### src/hw/lcd_seg_map.svh
// Register offsets, field positions, reset values and counts of the
// segment display driver control block.
// Assumes a byte-wide register port with a 5-bit address.
`ifndef LCD_SEG_MAP_SVH
`define LCD_SEG_MAP_SVH

// ****************************************
// Register offsets
// ****************************************
`define LCD_OFF_MAIN 5'h00
`define LCD_OFF_PHASE 5'h01
`define LCD_OFF_REF 5'h02
`define LCD_OFF_CST 5'h03
`define LCD_OFF_SEGEN0 5'h04
`define LCD_OFF_SEGEN2 5'h06
`define LCD_OFF_DATA0 5'h08
`define LCD_OFF_DATA11 5'h13

// ****************************************
// Field positions
// ****************************************
`define LCD_BIT_EN 7
`define LCD_BIT_SDIS 6
`define LCD_BIT_WRITE_ERROR_FLAG 5
`define LCD_BIT_WFT 7
`define LCD_BIT_BIAS 6
`define LCD_BIT_ACT 5
`define LCD_BIT_WA 4
`define LCD_BIT_IRE 7
`define LCD_BIT_IRS 6
`define LCD_BIT_IRI 5

// ****************************************
// Reset values and write masks
// ****************************************
`define LCD_RST_MAIN 8'h03
`define LCD_RST_PHASE 8'h03
`define LCD_MASK_MAIN 8'hCF
`define LCD_MASK_PHASE 8'hCF
`define LCD_MASK_REF 8'hEE

// ****************************************
// Counts
// ****************************************
`define LCD_SYSDIV_LAST 8'hFF
`define LCD_PIX_REGS 12

`endif

### src/hw/lcd_seg_pkg.sv
// Types shared by the segment display driver control block.
// Assumes the map header supplies every number.
package lcd_seg_pkg;

  // ****************************************
  // Sequencer states
  // ****************************************
  typedef enum logic [1:0] {
    ST_IDLE = 2'b01,
    ST_RUN = 2'b10
  } seq_state_e;

  // ****************************************
  // Analog front-end controls
  // ****************************************
  typedef struct packed {
    logic bias_static;
    logic bias_half;
    logic ladder_on;
    logic contrast_on;
    logic [2:0] contrast_level;
    logic ref_enable;
    logic ref_from_fvr;
    logic ref_buffer_on;
    logic [2:0] bias_pin_en;
  } analog_ctrl_s;

endpackage : lcd_seg_pkg

### src/hw/lcd_segment_driver_control.sv
// Control, clock selection, prescaler, common sequencing and pixel
// storage of a segment display driver with 4 commons and 24 segments.
// Assumes all inputs synchronous to i_clk_sys, oscillator inputs slow
// compared to it, and a master that never strobes read and write at once.
//
// Summary of operation
// - Enable bit switches whole driver, resets low
// - Sleep-disable bit stops driver during processor sleep
// - Pixel write without write allow sets error
// - Error flag sticky; software clears by zero
// - Source field picks sysclk/256, crystal, internal
// - Divide by 256 is fixed
// - Commons field selects multiplex, resets to four
// - Waveform bit picks per-common or per-frame phase
// - Active status shows driver really running
// - Write allow status shows permitted write window
// - Prescaler ratio is field value plus one
// - Prescaler counter hidden from software
// - Reference enable bit powers internal reference
// - Reference source picks supply or fixed reference
// - Ladder-idle bit drops buffer in mode B
// - Bias pin bits connect pins to bias
// - Contrast field sets ladder resistance sevenths
// - Segment enable bits give pins, reset zero
// - Pixel bits dark when one, never reset
// - Oscillator sources keep running in sleep
// - Three pixel registers per common
// - Inactive driver turns reference and ladders off
//
// The placing of the registers and the plain strobed port were chosen for this implementation.
`timescale 1ns/1ps
`include "lcd_seg_map.svh"

module lcd_segment_driver_control (
  // Clock, reset, freeze
  input wire logic i_clk_sys,
  input wire logic i_srst,
  input wire logic i_clk_en,
  // Register port
  input wire logic [4:0] i_addr,
  input wire logic [7:0] i_wr_data,
  input wire logic i_wr_en,
  input wire logic i_rd_en,
  output logic [7:0] o_rd_data,
  // System state and clock sources
  input wire logic i_sleep,
  input wire logic i_xtal_32k,
  input wire logic i_lfosc_31k,
  input wire logic i_ladder_mode_b,
  // Glass drive
  output logic [23:0] o_seg_data,
  output logic [23:0] o_seg_pin_en,
  output logic [3:0] o_com_sel,
  output logic o_phase,
  output logic o_active,
  // Analog controls
  output lcd_seg_pkg::analog_ctrl_s o_analog
);

  // ****************************************
  // Registers and state
  // ****************************************
  logic [7:0] main_q;
  logic write_error_flag_q;
  logic [7:0] phase_q;
  logic [7:0] ref_q;
  logic [2:0] cst_q;
  logic [7:0] segen_q [3];
  logic [7:0] pixel_q [`LCD_PIX_REGS];
  logic [7:0] rd_q;
  logic active_q;
  logic wa_q;
  lcd_seg_pkg::seq_state_e state_q;
  logic [7:0] sysdiv_q;
  logic xtal_prev_q;
  logic lfo_prev_q;
  logic [3:0] presc_q;
  logic [1:0] com_q;
  logic phase_bit_q;
  logic load_q;
  logic [23:0] seg_q;
  logic [3:0] com_sel_q;
  logic phase_out_q;
  lcd_seg_pkg::analog_ctrl_s analog_q;

  // ****************************************
  // Address decode
  // ****************************************
  // Offsets outside every window read zero and ignore writes
  wire sel_main = (i_addr == `LCD_OFF_MAIN);
  wire sel_phase = (i_addr == `LCD_OFF_PHASE);
  wire sel_ref = (i_addr == `LCD_OFF_REF);
  wire sel_cst = (i_addr == `LCD_OFF_CST);
  wire sel_seg = (i_addr >= `LCD_OFF_SEGEN0) && (i_addr <= `LCD_OFF_SEGEN2);
  wire sel_pix = (i_addr >= `LCD_OFF_DATA0) && (i_addr <= `LCD_OFF_DATA11);
  wire [1:0] seg_idx = 2'(i_addr - `LCD_OFF_SEGEN0);
  wire [3:0] pix_idx = 4'(i_addr - `LCD_OFF_DATA0);
  wire wr_main = i_wr_en && sel_main;
  wire wr_pix = i_wr_en && sel_pix;
  wire wr_pix_ok = wr_pix && wa_q; // Refused writes leave the pixel alone

  // ****************************************
  // Field views
  // ****************************************
  // Unimplemented bits are masked on write, so these views never see them
  wire drv_en = main_q[`LCD_BIT_EN];
  wire sleep_dis = main_q[`LCD_BIT_SDIS];
  wire [1:0] clk_src = main_q[3:2];
  wire [1:0] commons = main_q[1:0];
  wire wave_b = phase_q[`LCD_BIT_WFT];
  wire bias_bit = phase_q[`LCD_BIT_BIAS];
  wire [3:0] presc_sel = phase_q[3:0];

  // ****************************************
  // Run decision
  // ****************************************
  // The sysclk-derived source dies in sleep, so it cannot keep the glass alive
  wire src_sleeps = (clk_src == 2'b00);
  wire sleep_stop = i_sleep && (sleep_dis || src_sleeps);
  wire run_req = drv_en && !sleep_stop;

  // ****************************************
  // Clock source ticks
  // ****************************************
  // Oscillators are sampled as levels; a rising edge is one driver tick
  wire sys_tick = (sysdiv_q == `LCD_SYSDIV_LAST);
  wire xtal_tick = i_xtal_32k && !xtal_prev_q;
  wire lfo_tick = i_lfosc_31k && !lfo_prev_q;
  wire src_tick = (clk_src == 2'b00) ? sys_tick :
                  (clk_src == 2'b01) ? xtal_tick : lfo_tick;
  wire running = (state_q == lcd_seg_pkg::ST_RUN);
  wire presc_hit = running && src_tick && (presc_q == presc_sel);

  // ****************************************
  // Common and phase stepping
  // ****************************************
  // Commons beyond a newly shrunk multiplex wrap at once, not next frame
  wire com_last = (com_q >= commons);
  wire [1:0] com_next = com_last ? 2'b00 : 2'(com_q + 2'b01);
  // Type A steps the common every second prescaler hit, type B every hit
  wire step_com = wave_b ? 1'b1 : phase_bit_q;
  wire flip_phase = wave_b ? com_last : 1'b1;

  // ****************************************
  // Pixel selection for the current common
  // ****************************************
  wire [3:0] pix_base = {1'b0, com_q, 1'b0} + {2'b00, com_q};
  wire [23:0] seg_word = {pixel_q[pix_base + 4'd2], pixel_q[pix_base + 4'd1],
                          pixel_q[pix_base]};

  // ****************************************
  // Analog control decode
  // ****************************************
  wire ire = ref_q[`LCD_BIT_IRE];
  wire mid_mux = (commons == 2'b01) || (commons == 2'b10);
  lcd_seg_pkg::analog_ctrl_s analog_d;
  assign analog_d.bias_static = (commons == 2'b00);
  assign analog_d.bias_half = mid_mux && bias_bit;
  // Built from the run request so the ladders drop in the same cycle as the status bit
  assign analog_d.ladder_on = run_req;
  assign analog_d.contrast_on = run_req && ire;
  assign analog_d.contrast_level = cst_q;
  assign analog_d.ref_enable = run_req && ire;
  assign analog_d.ref_from_fvr = ire && ref_q[`LCD_BIT_IRS];
  // Buffer idles in ladder mode B only when asked to
  assign analog_d.ref_buffer_on = run_req && ire &&
                                  !(ref_q[`LCD_BIT_IRI] && i_ladder_mode_b);
  assign analog_d.bias_pin_en = ref_q[3:1];

  // ****************************************
  // Read mux
  // ****************************************
  // Unimplemented bits read as zero
  wire [7:0] rd_main = {main_q[7:6], write_error_flag_q, 1'b0, main_q[3:0]};
  wire [7:0] rd_phase = {phase_q[7:6], active_q, wa_q, phase_q[3:0]};
  // Prescaler count has no read path on purpose
  wire [7:0] rd_word = sel_main ? rd_main :
                       sel_phase ? rd_phase :
                       sel_ref ? ref_q :
                       sel_cst ? {5'h00, cst_q} :
                       sel_seg ? segen_q[seg_idx] :
                       sel_pix ? pixel_q[pix_idx] : 8'h00;

  // ****************************************
  // Write error flag
  // ****************************************
  // A new error beats a clear in the same cycle
  // The flag only clears through the main register, never by itself
  wire write_error_flag_set = wr_pix && !wa_q;
  wire write_error_flag_clr = wr_main && !i_wr_data[`LCD_BIT_WRITE_ERROR_FLAG];
  wire write_error_flag_d = write_error_flag_set ? 1'b1 : (write_error_flag_clr ? 1'b0 : write_error_flag_q);

  // ****************************************
  // Control registers
  // ****************************************
  always_ff @(posedge i_clk_sys) begin
    if (i_srst) begin
      main_q <= `LCD_RST_MAIN;
      phase_q <= `LCD_RST_PHASE;
      ref_q <= 8'h00;
      cst_q <= 3'h0;
      write_error_flag_q <= 1'b0;
    end else if (i_clk_en) begin
      write_error_flag_q <= write_error_flag_d;
      if (wr_main) begin
        main_q <= i_wr_data & `LCD_MASK_MAIN;
      end
      if (i_wr_en && sel_phase) begin
        phase_q <= i_wr_data & `LCD_MASK_PHASE;
      end
      if (i_wr_en && sel_ref) begin
        ref_q <= i_wr_data & `LCD_MASK_REF;
      end
      if (i_wr_en && sel_cst) begin
        cst_q <= i_wr_data[2:0];
      end
    end
  end

  // ****************************************
  // Segment enable and pixel storage
  // ****************************************
  // Byte n of the enables drives segment pins 8n+7 down to 8n
  genvar gi;
  generate
    for (gi = 0; gi < 3; gi++) begin : g_segen
      // Segment pins start as general I/O
      always_ff @(posedge i_clk_sys) begin
        if (i_srst) begin
          segen_q[gi] <= 8'h00;
        end else if (i_clk_en && i_wr_en && sel_seg && (seg_idx == 2'(gi))) begin
          segen_q[gi] <= i_wr_data;
        end
      end
    end
    for (gi = 0; gi < `LCD_PIX_REGS; gi++) begin : g_pix
      // No reset: the picture survives a warm reset
      always_ff @(posedge i_clk_sys) begin
        if (i_clk_en && wr_pix_ok && (pix_idx == 4'(gi))) begin
          pixel_q[gi] <= i_wr_data;
        end
      end
    end
  endgenerate

  // ****************************************
  // Read data, one cycle after the strobe
  // ****************************************
  // Idle cycles return zero so a stale byte never looks like an answer
  always_ff @(posedge i_clk_sys) begin
    if (i_srst) begin
      rd_q <= 8'h00;
    end else if (i_clk_en) begin
      rd_q <= i_rd_en ? rd_word : 8'h00;
    end
  end

  // ****************************************
  // Status and clock source tracking
  // ****************************************
  // Write allow drops for the cycle the segment latch reloads after a prescaler hit, not for the start load
  always_ff @(posedge i_clk_sys) begin
    if (i_srst) begin
      active_q <= 1'b0;
      wa_q <= 1'b1;
      sysdiv_q <= 8'h00;
      xtal_prev_q <= 1'b0;
      lfo_prev_q <= 1'b0;
    end else if (i_clk_en) begin
      active_q <= run_req;
      wa_q <= !presc_hit;
      sysdiv_q <= 8'(sysdiv_q + 8'h01);
      xtal_prev_q <= i_xtal_32k;
      lfo_prev_q <= i_lfosc_31k;
    end
  end

  // ****************************************
  // Sequencer state
  // ****************************************
  always_ff @(posedge i_clk_sys) begin
    if (i_srst) begin
      state_q <= lcd_seg_pkg::ST_IDLE;
    end else if (i_clk_en) begin
      case (state_q)
        lcd_seg_pkg::ST_IDLE: begin
          if (run_req) begin
            state_q <= lcd_seg_pkg::ST_RUN;
          end
        end
        lcd_seg_pkg::ST_RUN: begin
          if (!run_req) begin
            state_q <= lcd_seg_pkg::ST_IDLE;
          end
        end
        // An unused code falls back to idle rather than running blind
        default: begin
          state_q <= lcd_seg_pkg::ST_IDLE;
        end
      endcase
    end
  end

  // ****************************************
  // Prescaler, common and phase counters
  // ****************************************
  // Counters restart from common 0 every time the driver starts
  always_ff @(posedge i_clk_sys) begin
    if (i_srst) begin
      presc_q <= 4'h0;
      com_q <= 2'b00;
      phase_bit_q <= 1'b0;
    end else if (i_clk_en) begin
      if (!running) begin
        presc_q <= 4'h0;
        com_q <= 2'b00;
        phase_bit_q <= 1'b0;
      end else if (presc_hit) begin
        presc_q <= 4'h0;
        if (step_com) begin
          com_q <= com_next;
        end
        if (flip_phase) begin
          phase_bit_q <= !phase_bit_q;
        end
      // Between hits the hidden count only steps on source ticks
      end else if (src_tick) begin
        presc_q <= 4'(presc_q + 4'h1);
      end
    end
  end

  // ****************************************
  // Glass drive latches
  // ****************************************
  // Loading one cycle after the step lets the new common settle first
  always_ff @(posedge i_clk_sys) begin
    if (i_srst) begin
      load_q <= 1'b0;
      seg_q <= 24'h00_0000;
      com_sel_q <= 4'h0;
      phase_out_q <= 1'b0;
      analog_q <= '0;
    end else if (i_clk_en) begin
      load_q <= presc_hit || (run_req && !running);
      analog_q <= analog_d;
      if (!running) begin
        seg_q <= 24'h00_0000;
        com_sel_q <= 4'h0;
        phase_out_q <= 1'b0;
      end else if (load_q) begin
        seg_q <= seg_word;
        com_sel_q <= 4'b0001 << com_q;
        phase_out_q <= phase_bit_q;
      end
    end
  end

  // ****************************************
  // Outputs
  // ****************************************
  // Each output is a flop, so the pads see no decode glitches
  assign o_rd_data = rd_q;
  assign o_seg_data = seg_q;
  assign o_seg_pin_en = {segen_q[2], segen_q[1], segen_q[0]};
  assign o_com_sel = com_sel_q;
  assign o_phase = phase_out_q;
  assign o_active = active_q;
  assign o_analog = analog_q;

endmodule : lcd_segment_driver_control

### config.mk
export PLATFORM = sky130hd
export DESIGN_NAME = lcd_segment_driver_control
export DESIGN_NICKNAME = d
export VERILOG_FILES = /design/src/hw/lcd_seg_pkg.sv /design/src/hw/lcd_segment_driver_control.sv
export VERILOG_INCLUDE_DIRS = /design/src /design/src/hw
export SDC_FILE = /design/constraint.sdc
export NUM_CORES = 1
export LEC_CHECK = 0
export BUFFER_PORTS_ARGS = -buffer_cell sky130_fd_sc_hd__buf_4
export CORE_ASPECT_RATIO = 0.8
export CORE_MARGIN = 4
export CORE_UTILIZATION = 45
export CTS_BUF_LIST = sky130_fd_sc_hd__clkbuf_8
export CTS_CLUSTER_DIAMETER = 200
export DETAILED_ROUTE_END_ITERATION = 8
export PLACE_DENSITY = 0.66
export SKIP_LAST_GASP = 1
export SYNTH_ARGS = -nofsm -noshare
export SYNTH_HDL_FRONTEND = slang
export SYNTH_SLANG_ARGS = --single-unit
### constraint.sdc
create_clock -name i_clk_sys -period 2.94 [get_ports i_clk_sys]
set_input_delay 0.147 -clock i_clk_sys [delete_from_list [all_inputs] [get_ports i_clk_sys]]
set_output_delay 0.147 -clock i_clk_sys [all_outputs]
set_load 0.05 [all_outputs]
==> impl_results.md, run 1 <==
- Status: finished, final reports clean
- Setup TNS: 0 ns
- Worst-Margin Slew: a little over 0.9 ns
- Clock sinks: 212
- Top cell type's share of synthesized area: 32.9%
- Post-DR vias/cell: 6.09
- WP buf/inv: 2
- Post-synthesis sequential area ratio: 49.7%
- Most frequent cells in the layout: buf_4, edfxtp_1, dfxtp_1
- Final net count: 1048
- Sw Ratio: between 20% and 30%
- Die H: 148 µm
- Syn nets: 931
- CP required: approximately 3.3 ns
- Ant. Diodes: 0
- Yosys cell types: 64
- Starting DRT DRC Count: about 970
- Slowest cell on crit path: ha_2
- Post-synthesis cell area: roughly 11000 µm²
- Internal power: 0.00457 W
- Clk slew on worst S/H paths: 0.06 ns
- Site Rows: 50
- Largest net degree at the start of global routing: between 60 and 70
- Combinational Power Share: 7.7%
- Vias: 8254
- Crit path DAT: 2.89 ns
- Period minus WS final: 2.49 ns
- CTS max path bufs: 3
- Peak per-stage delay on the critical path: 0.72 ns
- Post-synth EDFFs: 120
- Max Clk Rate: 401 MHz
- Largest cells by area after synthesis: edfxtp_1, dfxtp_1, mux4_2, mux2i_1, nand2_1
- Endpoint type of the worst setup path: flip-flop
- Max-cap viol count: 0
- Final setup fails: 0
- Tcrit/Tclk final: a little over four fifths
- Sequential share of power: 52.2%
- Post-Layout Cell Count: 1355
- Dpl hpwl: about 22000 µm
- Port Buf Inserts: between 90 and 100
- Cell breakdown of the critical path: inv_1 -> ha_2 -> buf_4 -> mux4_2 -> mux2_2 -> a22oi_1 -> nor2_1
- Critical path launch point type: flip-flop
- Final instance area: 12800 µm²
- Total Wirelength: 31700 µm
- Leak Pwr: 4.54 nW
- Critical Setup Path Class: flip-flop to flip-flop
- Unrepaired setup endpoints after global routing: no
- Final hold slack: around 0.016 ns
- Pins Over Slew Limit: 0
- Main combinational cell family by area after synthesis: multiplexers
- Synthesis warning total: 0
- Root Buffer: clkbuf_8
- Starting Density: 46.3%
- Post-synthesis compound-gate area fraction: approximately 11%
- Layout cells sized above 1: 26.5%
- Worst-skew pair later-pin latency: roughly 0.53 ns
- Xor/xnor share of the synthesized area: 0.879%
- Psw: between 0.0015 and 0.002 W
- Largest area contributor in the netlist: edfxtp_1
- DR pass1 iterations: 5
- Largest delay contributor family on the critical path: adder cells
- Commonest non-fill, non-tap cell in the layout: buf_4
- First-pass GRT wire length: 48000 µm
- Total track usage: 23.1%
- Post-synthesis adder-cell area fraction: under 10%
- Max_slew headroom: between 30% and 40%
- Clk_skew: between 0.02 and 0.03 ns
- Routability cong.: around 0.90
- TritonCTS clock tree: done
- Vias in the first global route: 7622
- Power Density: 479 nW/µm²
- Die area: 26900 µm²
- Clk pwr share: 40.1%
- Post-Synthesis Cells: 898
- Synth Register Bits: 212
- Postcts setup bufs: 0
- Hold Fails Final Rpt: 0
- DRT antenna net count: 0
- H-tree depth: 2
- VDD IR-drop max: 0.000320 V
- Synth async-reset ratio: 0%
- GRT Residual Overflow: 0
- Post-synthesis mux area share: 21.7%
- Num CTS Buffers: 36
- Syn Area/Cell: 12.2 µm²
- Hold Buf Count CTS: 10
- Core area: 23600 µm²
- Antenna violations before repair: 0
- Ports: a little under 100
- Placed cell areas: 12000 µm²
- Horiz. Die Dim: 182 µm
- Fraction of the mapped netlist area in simple logic gates: 11.7%
- Synth-to-layout area growth: 16.5%
- CP max FO: 20
- Final Util: 54.0%
- CTS-repair resized insts: 0
- Dpl cells: 1279
- Hold WC Path Type: input pin to flip-flop
- Ys flop type: edfxtp_1
- WL/cell: 23.4 µm
- DRC Markers: 0
==> logic make-up (layout without fill, tap and decap cells) <==
kind of cell	count (synthesis)	after routing
AO/OA/AOI/OAI	179	179
XOR/XNOR	11	11
adder cells (fa/ha/maj)	11	11
buffers and inverters	86	231
flip-flops	212	212
multiplexers	142	142
AND/OR/NAND/NOR	257	257
==> through the flow <==
stage / total power (W) / worst slack, ns
2_1_floorplan: 0.00353 / 0.0475
3_3_place_gp: 0.00371 / 0.529
3_5_place_dp: 0.00371 / 0.425
4_1_cts: 0.00614 / 0.427
5_1_grt: 0.00633 / 0.263
6_report: 0.00611 / 0.449
==> area by class of cell <==
| cell class | instances | area (µm²) |
|---|---|---|
| Tap cell | 312 | 390 |
| Sequential cell | 212 | 5450 |
| Timing Repair Buffer | 143 | 1110 |
| Inverter | 22 | 82.6 |
| Multi-Input combinational cell | 600 | 5070 |
| Fill cell | 2039 | 10900 |
| Clock inverter | 26 | 110 |
| Clock buffer | 40 | 551 |
==> power by group through the flow <==
stage	sequential [W]	clock [W]	combinational, W
6_report	0.00319	0.00245	0.000470
5_1_grt	0.00319	0.00264	0.000499
4_1_cts	0.00319	0.00248	0.000469
3_5_place_dp	0.00325	0	0.000457
3_3_place_gp	0.00325	0	0.000452
2_1_floorplan	0.00332	0	0.000212
==> worst paths after layout <==
check / from / endpoint / slack, ns / cells after the start
worst min register to register: o_phase / o_phase / 0.46 / 2
worst max register to register: com_q[1] / o_seg_data[10] / 0.45 / 7
worst min-delay path: i_wr_data[1] / cst_q[1] / 0.02 / 3
worst max-delay path: com_q[1] / o_seg_data[10] / 0.45 / 7
==> Yosys cell counts (9+ instances only) <==
library cell,count
o22ai_1,10
edfxtp_1,120
buf_4,10
o21ai_0,36
xor2_1,9
mux2_2,11
ha_1,11
mux4_2,75
o221ai_1,11
nand2b_1,13
a22o_1,9
nand2_1,80
nand4_1,11
a22oi_1,12
buf_2,23
nor2b_1,15
nand3_1,11
mux2i_1,56
nor2_1,62
inv_1,22
and2_1,28
dfxtp_1,92
clkbuf_1,21
a21oi_1,49
==> worst min-delay path, delay by kind of cell <==
kind | cells | cell delay [ns]
and+or+nand+nor | 1 | 0.08
buffers and inverters | 1 | 0.20
AOI/OAI and AO/OA | 1 | 0.05
==> state kept, by name, summed over array words and instances, names as in the netlist, 4 cells and up <==
| signal | flops |
|---|---|
| segen_q | 24 |
| o_analog | 12 |
| ref_q | 6 |
| o_rd_data | 8 |
| sysdiv_q | 8 |
| main_q | 6 |
| o_seg_data | 24 |
| phase_q | 6 |
| o_com_sel | 4 |
| presc_q | 4 |
| pixel_q | 96 |
==> per-layer routing <==
metal  global-route usage (%)  wire, µm  up-vias
met4                     5.48       516        0
met3                     5.61      3570       36
met2                     30.7     12700      484
met5                        0         0        -
met1                     37.7     14900     4057
li1                         -         -     3677
Note: power is estimated with default switching activity, not from simulation.
==> inputs of run 2 (changes only) <==
==> constraint.sdc (replaced) <==
create_clock -name i_clk_sys -period 2.28 [get_ports i_clk_sys]
set_input_delay 0.114 -clock i_clk_sys [delete_from_list [all_inputs] [get_ports i_clk_sys]]
set_output_delay 0.114 -clock i_clk_sys [all_outputs]
set_load 0.05 [all_outputs]
==> run 2 against run 1 <==
  * Maximum frequency rose by 17%
  * Largest cell class unchanged
  * Cell count rose by 0.96%
  * First-iteration DRC count rose by 3.0%
==> impl_results.md, run 2 (synthesis results as in run 1) <==
- Clk slew on worst S/H paths: 0.06 ns
- Clk_skew: 0.0206 ns
- Site Rows: 50
- Largest net degree at the start of global routing: 67
- Commonest non-fill, non-tap cell in the layout: buf_4
- Hold path endpoint: o_seg_data[11]
- Max Clk Rate: 471 MHz
- Starting Density: 46.3%
- Worst Setup Slack, final: approximately 0.16 ns
- Clock sinks: approximately 210
- Placed cell areas: 12200 µm²
- FILL cells: 1988
- Final setup fails: 0
- Final Util: 54.9%
- Dpl ws: ~0.18 ns
- Final instance area: approximately 13000 µm²
- Combinational Power Share: 7.9%
- DRC Markers: 0
- Total Wirelength: 31900 µm
- GRT Residual Overflow: 0
- Max-cap viol count: 0
- H-tree depth: 2
- Power Density: 611 nW/µm²
- Internal power: 0.00593 W
- CP required: 2.69 ns
- First-pass GRT wire length: 48200 µm
- Antenna violations before repair: 1
- Reg2Reg Setup Slack: 0.16 ns
- WL/cell: 23.3 µm
- Die area: 26900 µm²
- Psw: 0.00200 W
- Leak Pwr: 4.64 nW
- Hold Fails Final Rpt: 0
- Ant. Diodes: 0
- Num CTS Buffers: 36
- Tcrit/Tclk final: 93.1%
- Hold path startpoint: i_srst
- Worst-skew pair later-pin latency: 0.53 ns
- Pins Over Slew Limit: 0
- Dpl hpwl: between 20000 and 25000 µm
- CTS-repair resized insts: 0
- Core area: 23600 µm²
- Vias: 8279
- Period minus WS final: 2.12 ns
- CP max FO: 16
- Critical path launch point type: flip-flop
- Sw Ratio: 25.2%
- Synth-to-layout area growth: 18.5%
- Status: finished, final reports clean
- VDD IR-drop max: 0.000346 V
- Final net count: 1063
- Hold WC Path Type: input pin to flip-flop
- Setup TNS: 0 ns
- Max reg flops: 96
- Starting DRT DRC Count: 996
- TritonCTS clock tree: done
- Unrepaired setup endpoints after global routing: no
- Critical Setup Path Class: flip-flop to flip-flop
- Crit Reg-Reg Startpoint: com_q[1]
- Ports: 97
- Vias in the first global route: 7815
- Most frequent cells in the layout: buf_4, edfxtp_1, dfxtp_1
- Clk pwr share: 40.2%
- Crit path DAT: ~2.5 ns
- Largest register by flop count: pixel_q
- Total track usage: about a quarter
- Layout cells sized above 1: 27.4%
- DR pass1 iterations: 5
- Worst hold path cell count: 2
- Max_slew headroom: 48.6%
- Post-DR vias/cell: between 6 and 7
- Routability cong.: ~0.91
- Root Buffer: clkbuf_8
- Horiz. Die Dim: 182 µm
- Sequential share of power: 51.9%
- Endpoint type of the worst setup path: flip-flop
- CTS max path bufs: 3
- Die H: roughly 150 µm
- R2r endpoint: o_seg_data[6]
- R2R depth: 7
- Worst-Margin Slew: 0.760 ns
- DRT antenna net count: 0
- Port Buf Inserts: between 90 and 100
-- run 2: cell types whose count changed in the layout (fill, tap and decap cells not counted), moves of 2 or more --
cell | previous run | this run
mux2_2 | 11 | 6
inv_6 | 0 | 2
mux2_4 | 0 | 5
buf_12 | 1 | 6
clkinv_2 | 4 | 2
inv_1 | 40 | 34
clkinv_1 | 2 | 6
buf_4 | 132 | 140
dlygate4sd3_1 | 10 | 12
-- run 2: how the worst max path moves through the flow --
| stage | from | endpoint | slack (ns) | depth (start not counted) |
|---|---|---|---|---|
| floorplan | com_q[0] | o_seg_data[11] | -0.05 | 10 |
| global placement | com_q[1] | o_seg_data[6] | 0.18 | 7 |
| detailed placement | com_q[0] | o_seg_data[10] | 0.18 | 7 |
| CTS | com_q[0] | o_seg_data[8] | 0.14 | 7 |
| global route | com_q[1] | o_seg_data[2] | 0.02 | 7 |
| finish | com_q[1] | o_seg_data[6] | 0.16 | 7 |
-- run 2: final cells by class --
cell class,count,area (µm²),share of cell area (%)
inverter,22,87.6,0.675
sequential,212,5450,42.0
multi-input combinational,600,5100,39.3
tap,312,390,3.01
timing repair buffer,158,1290,9.95
clock inverter,23,97.6,0.752
clock buffer,41,564,4.35
-- run 2: power by group through the flow --
stage	clock (W)	combinational [W]	sequential [W]
after detailed placement	0	0.000599	0.00420
after floorplan	0	0.000274	0.00428
after global routing	0.00344	0.000658	0.00412
final	0.00319	0.000624	0.00412
after CTS	0.00326	0.000618	0.00412
after global placement	0	0.000593	0.00420
-- run 2: metal layers --
layer  global-route usage, %  vias up  part of all wire, %
li1                        -     3704                    -
met1                    36.2     3984                   44
met2                    30.9      536                   40
met3                    7.82       55                   14
met4                    6.08        0                  2.1
met5                       0        -                    0
-- run 2: worst max-delay path, stage by stage (launching register included) --
cell and delay (ns):
dfxtp_1 0.33, buf_4 0.14, ha_1 0.19, buf_12 0.19, mux4_2 0.52, mux2i_1 0.22, o21ai_0 0.20, a22o_1 0.22
-- run 2: timing repair --
item	4_1_cts	5_1_grt
buffers inserted	0	0
hold buffers	12	0
hold endpoints to repair	127	0
-- run 2: stage by stage --
| stage | instances | hold slack [ns] | total power (W) |
|---|---|---|---|
| final | 1368 | 0.0325 | 0.00793 |
| after global routing | 1368 | 0.0384 | 0.00822 |
| after CTS | 1368 | 0.00277 | 0.00799 |
| after detailed placement | 1292 | 0.377 | 0.00480 |
| after global placement | 1292 | 0.365 | 0.00479 |
| after floorplan | 898 | 0.213 | 0.00456 |
==> inputs of run 3 (changes only) <==
==> constraint.sdc (replaced) <==
create_clock -name i_clk_sys -period 1.9 [get_ports i_clk_sys]
set_input_delay 0.095 -clock i_clk_sys [delete_from_list [all_inputs] [get_ports i_clk_sys]]
set_output_delay 0.095 -clock i_clk_sys [all_outputs]
set_load 0.05 [all_outputs]
==> run 3 against run 2 <==
  * The flow now finishes with violations (negative setup slack)
  * Sequential share of layout area is 2.6 points lower
  * Critical endpoint is now o_seg_data[8]
  * Largest power group unchanged
  * Highest routed layer unchanged
  * Clock power is 16% higher
  * Design area is 6.6% higher
  * Cell count up 4.4%
  * Wire length increased by 3.3%
==> impl_results.md, run 3 (synthesis results as in run 1) <==
- DR pass1 iterations: 5
- Psw: approximately 0.0023 W
- Largest register by flop count: pixel_q
- Largest net degree at the start of global routing: 30
- Hold path endpoint: o_com_sel[3]
- Crit path DAT: 2.35 ns
- Internal power: 0.00708 W
- Worst-Margin Slew: 0.703 ns
- Die H: approximately 150 µm
- Die area: 26900 µm²
- Horiz. Die Dim: 182 µm
- GRT Residual Overflow: 0
- Ports: 97
- DRC Markers: 0
- Endpoint type of the worst setup path: flip-flop
- Port Buf Inserts: 96
- Reg2Reg Setup Slack: -0.07 ns
- Worst Setup Slack, final: -0.0692 ns
- Power Density: between 600 and 700 nW/µm²
- Clock sinks: between 200 and 250
- Worst-skew pair later-pin latency: 0.52 ns
- Layout cells sized above 1: between 30% and 40%
- Failing checks: negative setup slack
- Multi-input logic area: 5300 µm²
- Dpl hpwl: 23400 µm
- Critical path launch point type: flip-flop
- Storage cell area: 5450 µm²
- Clk_skew: ~0.034 ns
- VDD IR-drop max: 0.000429 V
- R2R depth: 9
- FILL cells: roughly 1900
- Hold WC Path Type: input pin to flip-flop
- CP required: approximately 2.3 ns
- Critical Setup Path Class: flip-flop to flip-flop
- Most frequent cells in the layout: buf_4, edfxtp_1, dfxtp_1
- Site Rows: 50
- Worst hold path cell count: 3
- Hold Fails Final Rpt: 0
- WL/cell: roughly 23 µm
- Tcrit/Tclk final: 104%
- Leak Pwr: 5.03 nW
- CTS max path bufs: 3
- Unrepaired setup endpoints after global routing: yes
- Post-DR vias/cell: 6.00
- Commonest non-fill, non-tap cell in the layout: buf_4
- Final setup fails: 13
- Max reg flops: 96
- Core area: 23600 µm²
- Combinational Power Share: 8.3%
- TritonCTS clock tree: done
- Max_slew headroom: 52.5%
- DRT antenna net count: 0
- Clk slew on worst S/H paths: about 0.06 ns
- Dpl ws: -0.208 ns
- Period minus WS final: 1.97 ns
- Max Clk Rate: between 500 and 600 MHz
- Sequential share of power: 52.5%
- Antenna violations before repair: 0
- R2r endpoint: o_seg_data[8]
- Pins Over Slew Limit: 0
- Starting Density: 46.3%
- Clk pwr share: between 30% and 40%
- CP max FO: 5
- Status: finished with violations
- Starting DRT DRC Count: 885
- Synth-to-layout area growth: 26.3%
- Final hold slack: 0.0491 ns
- Routability cong.: 0.881
- Critical Path Start: com_q[1]
- Hold path startpoint: i_clk_en
- Final net count: 1126
- Total track usage: between 20% and 30%
- H-tree depth: 2
- Vias: 8570
- Total Wirelength: 32900 µm
- Crit Reg-Reg Startpoint: com_q[1]
- Max-cap viol count: 0
- Num CTS Buffers: 35
- Vias in the first global route: 8158
- Sw Ratio: 24.7%
- Root Buffer: clkbuf_8
- First-pass GRT wire length: 49300 µm
- Dpl cells: 1338
- Post-Layout Cell Count: 1428
==> run 3: changes by cell type in the layout (fill, tap and decap cells not counted), moves of 8 or more <==
cell / before / now
a22oi_2: 0 / 9
buf_4: 140 / 190
a22oi_1: 12 / 3
o21ai_0: 36 / 28
mux2i_1: 56 / 46
==> run 3: power groups by stage <==
stage               Sequential [W]  Clock [W]  Combinational [W]
CTS                        0.00494    0.00375           0.000773
global placement           0.00503          0           0.000744
floorplan                  0.00514          0           0.000329
detailed placement         0.00503          0           0.000751
finish                     0.00494    0.00369           0.000782
global route               0.00494    0.00399           0.000826
==> run 3: worst max path at each step <==
stage | to | slack (ns) | cells after the start
final | o_seg_data[8] | -0.07 | 9
after global routing | o_seg_data[12] | -0.13 | 7
after CTS | o_seg_data[0] | -0.07 | 7
after detailed placement | o_seg_data[13] | -0.21 | 7
after global placement | o_seg_data[16] | -0.17 | 7
after floorplan | o_seg_data[11] | -0.43 | 10
==> run 3: cell type report <==
cell class	count	area share, %
Timing Repair Buffer	222	14.2
Antenna cell	1	0.0181
Inverter	22	0.651
Clock inverter	19	0.615
Multi-Input combinational cell	600	38.3
Clock buffer	40	3.98
Sequential cell	212	39.4
Tap cell	312	2.82
==> run 3: metal layers <==
metal	wire, µm	global-route usage (%)	up-vias	part of all wire (%)
li1	-	-	3841	-
met1	14800	36.6	4171	45
met2	13600	32.0	514	41
met3	3790	7.60	44	12
met4	680	5.85	0	2.1
met5	0	0	-	0
==> run 3: timing repair <==
item                       in CTS  in global routing
hold buffers                   12                  0
buffers inserted               11                  5
resized for setup              22                 36
setup endpoints to repair      23                 29
hold endpoints to repair      129                  0
gates cloned                    3                  3
pin swaps                       2                 11
==> run 3: worst max-delay path: stages, from the launching register on <==
cell     delay [ns]
dfxtp_4        0.37
inv_4          0.05
ha_4           0.27
buf_12         0.14
buf_16         0.13
buf_4          0.14
mux4_2         0.28
mux2_4         0.28
a22oi_2        0.12
nor2_1         0.06
==> run 3: through the flow <==
stage / setup TNS (ns) / instance area [µm²] / total power, W / util, %
floorplan: -7.49 / 11100 / 0.00547 / -
global placement: -1.46 / 12600 / 0.00578 / 53.1
detailed placement: -2.52 / 12600 / 0.00578 / 53.1
CTS: -0.923 / 13600 / 0.00946 / 57.6
global route: -1.69 / 13800 / 0.00975 / 58.5
finish: -0.445 / 13800 / 0.00941 / 58.5
